==> config.mk <==
export PLATFORM = sky130hd
export DESIGN_NAME = spg_gpio_port
export DESIGN_NICKNAME = d
export VERILOG_FILES = /design/src/rtl/spg_pkg.sv /design/src/rtl/spg_gpio_port.sv
export VERILOG_INCLUDE_DIRS = /design/src /design/src/rtl
export SDC_FILE = /design/constraint.sdc
export NUM_CORES = 1
export LEC_CHECK = 0
export BUFFER_PORTS_ARGS = -buffer_cell sky130_fd_sc_hd__buf_2
export CORE_MARGIN = 5
export CORE_UTILIZATION = 45
export CTS_BUF_LIST = sky130_fd_sc_hd__clkbuf_16
export CTS_CLUSTER_DIAMETER = 120
export DETAILED_ROUTE_END_ITERATION = 10
export GPL_ROUTABILITY_DRIVEN = 0
export PLACE_DENSITY = 0.79
export SLEW_MARGIN = 20
export SYNTH_ARGS = -nofsm -noshare
export SYNTH_HDL_FRONTEND = slang
export SYNTH_SLANG_ARGS = --single-unit
==> constraint.sdc <==
create_clock -name MCLK_I -period 1.5 [get_ports MCLK_I]
set_clock_uncertainty 0.15 [all_clocks]
set_input_delay 0.075 -clock MCLK_I [delete_from_list [all_inputs] [get_ports MCLK_I]]
set_output_delay 0.075 -clock MCLK_I [all_outputs]
set_load 0.02 [all_outputs]
==> src/rtl/spg_cfg.svh <==
`ifndef SPG_CFG_SVH
`define SPG_CFG_SVH

// register offsets (index), byte address = 4 * index
`define SPG_IDX_DIR 4'hd
`define SPG_IDX_LVL 4'he
`define SPG_ADR_DIR 6'h34
`define SPG_ADR_LVL 6'h38
// reset values
`define SPG_RST_DIR 8'h00
`define SPG_RST_LVL 8'h00
// direction encoding
`define SPG_DIR_OUT 1'b0
`define SPG_DIR_IN 1'b1
// pin mapping
`define SPG_BIT_POS_REF 0
`define SPG_BIT_NEG_REF 1

`endif

==> src/rtl/spg_pkg.sv <==
package spg_pkg;
  typedef enum logic [1:0] {
    SPG_BUS_IDLE = 2'b00,
    SPG_BUS_ACK = 2'b01
  } spg_bus_t;
endpackage

==> src/rtl/spg_gpio_port.sv <==
`timescale 1ns/1ps
`default_nettype none
`include "spg_cfg.svh"

// Function
// direction 0 output, 1 input; reset outputs
// bits 7..2 analog inputs, 1 neg, 0 pos ref
// output pin: read stored value, drive it
// input pin: write stores only, no drive
// data 0 low, 1 high; reset low
// level register at 0Eh, reset 00h
// four-pin variant: upper bits read zero
// direction register at 0Dh, reset 00h
// enable bit connects function to pin
// enabled input reads synchronized pin level
module spg_gpio_port
  import spg_pkg::*;
#(
  parameter int PINS = 8
) (
  // clock and reset
  input wire logic MCLK_I,
  input wire logic SRST_I,
  // wishbone slave
  input wire logic WB_CYC_I,
  input wire logic WB_STB_I,
  input wire logic WB_WE_I,
  input wire logic [5:0] WB_ADR_I,
  input wire logic [3:0] WB_SEL_I,
  input wire logic [31:0] WB_DAT_I,
  output logic [31:0] WB_DAT_O,
  output logic WB_ACK_O,
  // per-pin function enable
  input wire logic [7:0] PIN_FUNCTION_ENABLE_BIT_I,
  // shared pins: bit 0 positive ref, bit 1 negative ref, 7..2 analog inputs
  input wire logic [7:0] PIN_I,
  output logic [7:0] PIN_O,
  output logic [7:0] PIN_OE_O
);

  // ----------------------------------------
  // implemented bit mask
  // ----------------------------------------
  // unimplemented bits held zero
  localparam logic [7:0] IMPL = (PINS >= 8) ? 8'hff : 8'h0f;

  spg_bus_t bus_state;
  logic [7:0] port_pin_direction;
  logic [7:0] port_pin_level;
  logic [7:0] pin_meta;
  logic [7:0] pin_sync;
  logic [7:0] next_read;
  logic [7:0] level_view;
  logic hit_dir;
  logic hit_lvl;
  logic take;
  logic wr_dir;
  logic wr_lvl;
  logic rd_any;

  // ----------------------------------------
  // address decode and access strobes
  // ----------------------------------------
  assign hit_dir = (WB_ADR_I == `SPG_ADR_DIR);
  assign hit_lvl = (WB_ADR_I == `SPG_ADR_LVL);
  assign take = WB_CYC_I && WB_STB_I && (bus_state == SPG_BUS_IDLE);
  // only byte lane 0 carries register bits
  assign wr_dir = take && WB_WE_I && hit_dir && WB_SEL_I[0];
  assign wr_lvl = take && WB_WE_I && hit_lvl && WB_SEL_I[0];
  assign rd_any = take && !WB_WE_I;

  // ----------------------------------------
  // bus handshake
  // ----------------------------------------
  always_ff @(posedge MCLK_I) begin
    if (SRST_I) begin
      bus_state <= SPG_BUS_IDLE;
      WB_ACK_O <= 1'b0;
    end else begin
      case (bus_state)
        SPG_BUS_IDLE: begin
          if (take) begin
            bus_state <= SPG_BUS_ACK;
            WB_ACK_O <= 1'b1;
          end
        end
        SPG_BUS_ACK: begin
          bus_state <= SPG_BUS_IDLE;
          WB_ACK_O <= 1'b0;
        end
        default: begin
          bus_state <= SPG_BUS_IDLE;
          WB_ACK_O <= 1'b0;
        end
      endcase
    end
  end

  // ----------------------------------------
  // pin synchroniser
  // ----------------------------------------
  always_ff @(posedge MCLK_I) begin
    if (SRST_I) begin
      pin_meta <= 8'h00;
      pin_sync <= 8'h00;
    end else begin
      pin_meta <= PIN_I;
      pin_sync <= pin_meta;
    end
  end

  // ----------------------------------------
  // registers
  // ----------------------------------------
  // direction register, reset all outputs
  always_ff @(posedge MCLK_I) begin
    if (SRST_I) begin
      port_pin_direction <= `SPG_RST_DIR;
    end else if (wr_dir) begin
      port_pin_direction <= WB_DAT_I[7:0] & IMPL;
    end
  end

  // level register, written regardless of direction
  always_ff @(posedge MCLK_I) begin
    if (SRST_I) begin
      port_pin_level <= `SPG_RST_LVL;
    end else if (wr_lvl) begin
      port_pin_level <= WB_DAT_I[7:0] & IMPL;
    end
  end

  // ----------------------------------------
  // level read view, one per bit
  // ----------------------------------------
  for (genvar b = 0; b < 8; b++) begin : g_view
    always_comb begin
      if (!IMPL[b]) begin
        // unimplemented bit reads zero
        level_view[b] = 1'b0;
      end else if (port_pin_direction[b] == `SPG_DIR_OUT) begin
        // output reads stored bit
        level_view[b] = port_pin_level[b];
      end else if (PIN_FUNCTION_ENABLE_BIT_I[b]) begin
        // enabled input reads pin
        level_view[b] = pin_sync[b];
      end else begin
        // disconnected input keeps stored bit
        level_view[b] = port_pin_level[b];
      end
    end
  end

  // ----------------------------------------
  // read data
  // ----------------------------------------
  always_comb begin
    next_read = 8'h00;
    if (hit_dir) begin
      next_read = port_pin_direction;
    end else if (hit_lvl) begin
      next_read = level_view;
    end
  end

  always_ff @(posedge MCLK_I) begin
    if (SRST_I) begin
      WB_DAT_O <= 32'h0000_0000;
    end else if (rd_any) begin
      WB_DAT_O <= {24'h00_0000, next_read};
    end else begin
      WB_DAT_O <= 32'h0000_0000;
    end
  end

  // ----------------------------------------
  // pin drivers, one per pin
  // ----------------------------------------
  // bit index equals pin position
  for (genvar i = 0; i < 8; i++) begin : g_pin
    always_ff @(posedge MCLK_I) begin
      if (SRST_I) begin
        PIN_O[i] <= 1'b0;
        PIN_OE_O[i] <= 1'b0;
      end else begin
        // stored level drives pin
        PIN_O[i] <= port_pin_level[i] & IMPL[i];
        // drive only enabled outputs
        PIN_OE_O[i] <= IMPL[i] && PIN_FUNCTION_ENABLE_BIT_I[i] && (port_pin_direction[i] == `SPG_DIR_OUT);
      end
    end
  end

endmodule
`default_nettype wire

# Yosys cells after proc, flatten, opt, wreduce, memory -nomap -nowiden
# Cells that the tools add are included.
dict set report op_classes {
  n_eq_ne 2
  n_mux 18
  bitwise_logic 10
  reduce_logical 20
}
# operator count
set ops {}
lappend ops {{1-bit logical AND} 16}
lappend ops {{1-bit 2-to-1 mux} 16}
lappend ops {{8-bit 2-to-1 mux} 2}
lappend ops {{6-bit == test (second input constant)} 2}
lappend ops {{1-bit inverter} 10}
lappend ops {{2-bit OR reduction} 2}
lappend ops {{2-bit zero test} 1}
lappend ops {{1-bit zero test} 1}
dict set report totals {
  register_bits 81
  inputBits 63
  output_inout_bits 49
}

# Longest topological paths before layout
dict set report logic_depth {
  word_depth 5
  mapped_depth 5
  depth_no_buf 3
}

# Worst setup path before layout
# OpenSTA, ideal clock, no wires.
dict set report synth_timing {
  path_type {reg2reg}
  from {register bus_state[0]}
  to {register port_pin_direction[0]}
  setup_ns 0.072
  arrival_time_ns 1.157
  required_ns 1.278
  path_slack_ns 0.121
  stages_incl_launch_ff 5
  n_path_buf 1
  synth_period_minus_slack_ns 1.379
  cell_sequence {dfxtp_1 -> and3b_1 -> and4_4 -> buf_12 -> mux2i_1}
}
dict set report synth_between {
  elab_chain_cells 5
}
# element line_no
set synth_rtl {}
lappend synth_rtl {{start: declaration} spg_gpio_port.sv:47} ;# spg_bus_t bus_state;
lappend synth_rtl {{start signal: assignment} spg_gpio_port.sv:77} ;# bus_state <= SPG_BUS_IDLE;
lappend synth_rtl {{start signal: assignment} spg_gpio_port.sv:83} ;# bus_state <= SPG_BUS_ACK;
lappend synth_rtl {{start signal: assignment} spg_gpio_port.sv:88} ;# bus_state <= SPG_BUS_IDLE;
lappend synth_rtl {{2-bit zero test} spg_gpio_port.sv:66} ;# assign take = WB_CYC_I && WB_STB_I && (bus_state == SPG_BUS_IDLE);
lappend synth_rtl {{1-bit logical AND} spg_gpio_port.sv:66}
lappend synth_rtl {{1-bit logical AND (3 in series)} spg_gpio_port.sv:68} ;# assign wr_dir = take && WB_WE_I && hit_dir && WB_SEL_I[0];
lappend synth_rtl {{end signal: assignment} spg_gpio_port.sv:118} ;# port_pin_direction <= `SPG_RST_DIR;
lappend synth_rtl {{end signal: assignment} spg_gpio_port.sv:120} ;# port_pin_direction <= WB_DAT_I[7:0] & IMPL;
lappend synth_rtl {{end: declaration} spg_gpio_port.sv:48} ;# logic [7:0] port_pin_direction;
# No other way between the ends.
# A chain may end at the register's enable or synchronous reset.

# Final worst setup path
dict set report layout_timing {
  from {input port WB_STB_I}
  to {register port_pin_direction[2]}
}
dict set report layout_between {
  elab_chain_cells 5
}
# element line_no
set layout_rtl {}
lappend layout_rtl {{start: declaration} spg_gpio_port.sv:26} ;# input wire logic WB_STB_I,
lappend layout_rtl {{1-bit logical AND (2 in series)} spg_gpio_port.sv:66}
lappend layout_rtl {{1-bit logical AND (3 in series)} spg_gpio_port.sv:68}
# No other way between the ends.

==> results.cfg <==
[outcome]
outcome = complete, no violations

[logic_synthesis]
netlist-cell-type-count = 26
ys_ff_latch = 57
syn_inst = 215
yosysWarnings = 0
synth-edff-count = 0
synth_area_sq_um = 2237
yosysSeqAreaShare_pct = 51.01
ys.flop_type = dfxtp_1
syn_avg_cell_area_sq_um = 10.41
async_reset_ff_share_pct = 0

[grt]
grt-ovfl-total = 0
grt_start_max_net_pins = 50
antenna_found_initial = 0
grt_util_all_layers_pct = 15.55
grt_pass1_wl_mm = 7.334
grt_pass1_vias = 1687

[floorplan]
die_x_microns = 80.51
row_count = 25
core_sq_um = 4786
io_pins = 112
chipHeight_microns = 80.51
design.die.area_sq_um = 6482
start_util_pct = 46.75

[clocking]
cts_root_buf = clkbuf_16
clockBufferDepth = 2
cts_tree = built
cts_buffers = 9
cts_setup_buffers = 0
cts_sinks = 57
cts_resized = 0
ctsHoldBuffers = 26
clkLatencyLatePin_ns = 0.32
h-tree-depth = 3
clk_transition_reported_paths_ns = 0.05

[route]
drt-initial-drc-count = 61
vias = 1690
drc = 0
wire_per_inst_microns = 12.16
vias_per_cell = 4.483
drt_pre_antenna_iters = 4
ant_nets = 0
wl_mm = 4.584

[timing]
setup_violations = 0
min_period_ns = 1.400
grt_setup_unrepaired = no
hold_viol_final = 0
report.final.slew_viol_count = 0
period_share_pct = 93.35
max_freq_mhz = 714.1
setup-tns-final_ns = 0

[power]
p_comb_share_pct = 7.3
pwr_density_cell_nw_per_um2 = 1236
p_sw_share_pct = 21.84
pwr-share-seq_pct = 41.4
p_int_mw = 2.938
p_clk_share_pct = 51.2
switching_power_mw = 0.8209
irDropWorstVdd_mv = 0.6442
power_leakage_nw = 1.461

[worst_setup_path]
r2r_start = bus_state[0]$_SDFFE_PP0P_
critPathRequiredTime_ns = 1.60
crit_type = primary input to register
arrival_ns = 1.50
critPathCaptureType = register
critPathMaxFanout = 8
worstSetupStartpoint = WB_STB_I
cp-start-kind = primary input

[finish]
fin_util_pct = 63.53
antennaDiodeCount = 0
fin_nets = 368
drive_gt1_share_pct = 26.45
syn2layout_area_growth_pct = 35.91
nFillCells = 402

[placement]
port_buffers = 60
hpwl_mm = 2.942

[job]
max_cap_violations = 0

[hold_path]
min_from = WB_ADR_I[2]
min_path_type = primary input to register
-- worst paths after layout --
| check | endpoint | slack, ns | cells past startpoint |
|---|---|---|---|
| worst max-delay path | port_pin_direction[2]$_SDFFE_PP0P_ | 0.1 | 5 |
| worst min-delay path | WB_DAT_O[1]$_SDFF_PP0_ | 0.09 | 5 |
| worst max register to register | port_pin_direction[2]$_SDFFE_PP0P_ | 0.12 | 3 |
| worst min register to register | pin_sync[6]$_SDFF_PP0_ | 0.28 | 1 |
-- cell type report --
| type | count | area [sq um] | area share (%) |
|---|---|---|---|
| Sequential cell | 57 | 1141 | 37.53 |
| Multi-Input combinational cell | 138 | 900.9 | 29.63 |
| Timing Repair Buffer | 91 | 598.1 | 19.67 |
| Clock buffer | 9 | 225.2 | 7.407 |
| Tap cell | 67 | 83.83 | 2.757 |
| Clock inverter | 7 | 61.31 | 2.016 |
| Inverter | 8 | 30.03 | 0.9877 |
-- registers in the layout (all words and copies together), names as in the netlist --
signal              flops
PIN_OE_O                8
PIN_O                   8
WB_DAT_O                8
pin_meta                8
pin_sync                8
port_pin_direction      8
port_pin_level          8
bus_state               1
-- per-stage QoR --
stage	hold WS, ns	power (mW)	instance area, sq um	setup WS, ns	cells
2_1_floorplan	0.05318	1.777	2323	0.1212	238
3_3_place_gp	0.1345	1.806	2494	0.1298	335
3_5_place_dp	0.1381	1.808	2494	0.1215	335
4_1_cts	0.07853	3.798	3040	0.1137	377
5_1_grt	0.1221	3.888	3040	0.02930	377
6_report	0.09391	3.759	3040	0.09969	377
-- power groups by stage --
stage	clock, mW	sequential [mW]	combinational [mW]
2_1_floorplan	0	1.60	0.174
3_3_place_gp	0	1.59	0.219
3_5_place_dp	0	1.59	0.221
4_1_cts	1.97	1.56	0.274
5_1_grt	2.03	1.56	0.301
6_report	1.93	1.56	0.276
-- cells by family after synthesis --
logic type	synth area share (%)
AND/OR/NAND/NOR	21.92
AO/OA/AOI/OAI	7.159
flip-flops	51.01
other	0.1676
multiplexers	7.159
buffers and inverters	12.58
-- worst max-delay path, cell delays in order --
cell,delay [ns]
dlygate4sd3_1,0.53
buf_2,0.11
and3b_1,0.22
and4_4,0.36
mux2i_1,0.21
-- cell usage in the layout, fill, tap and decap left out, drive strengths merged, types with 5 or more instances in the layout --
| cell | synthesis | layout |
|---|---|---|
| inv | 8 | 8 |
| nand2b | 24 | 24 |
| clkinv | 0 | 5 |
| buf | 30 | 65 |
| and3 | 8 | 8 |
| nor2b | 18 | 18 |
| clkbuf | 5 | 9 |
| dfxtp | 57 | 57 |
| conb | 1 | 24 |
| o211ai | 8 | 8 |
| mux2i | 16 | 16 |
| nand3 | 8 | 8 |
| nor3b | 8 | 8 |
| a21oi | 8 | 8 |
| dlygate4sd3 | 0 | 26 |
| a21boi | 8 | 8 |
-- synth_stat cells, types with 8 or more instances --
library cell  count  area, sq um
inv_1             8        30.03
nand2b_1         24        150.1
nor2b_1          18        112.6
nor3b_1           8        60.06
and3_1            8        50.05
a21boi_0          8        60.06
mux2i_1          16        160.2
o211ai_1          8        60.06
buf_4            25        187.7
a21oi_1           8        40.04
dfxtp_1          57         1141
nand3_1           8        40.04
-- layer usage --
layer  vias to the layer above  global-route usage [%]  routed length, microns
met5                         -                       0                       0
met2                        58                   28.23                    2312
met4                         0                   8.615                      97
met3                        10                   6.054                     341
li1                        851                       -                       -
met1                       771                   14.83                    1833
Power figures use the tool's default switching activity.
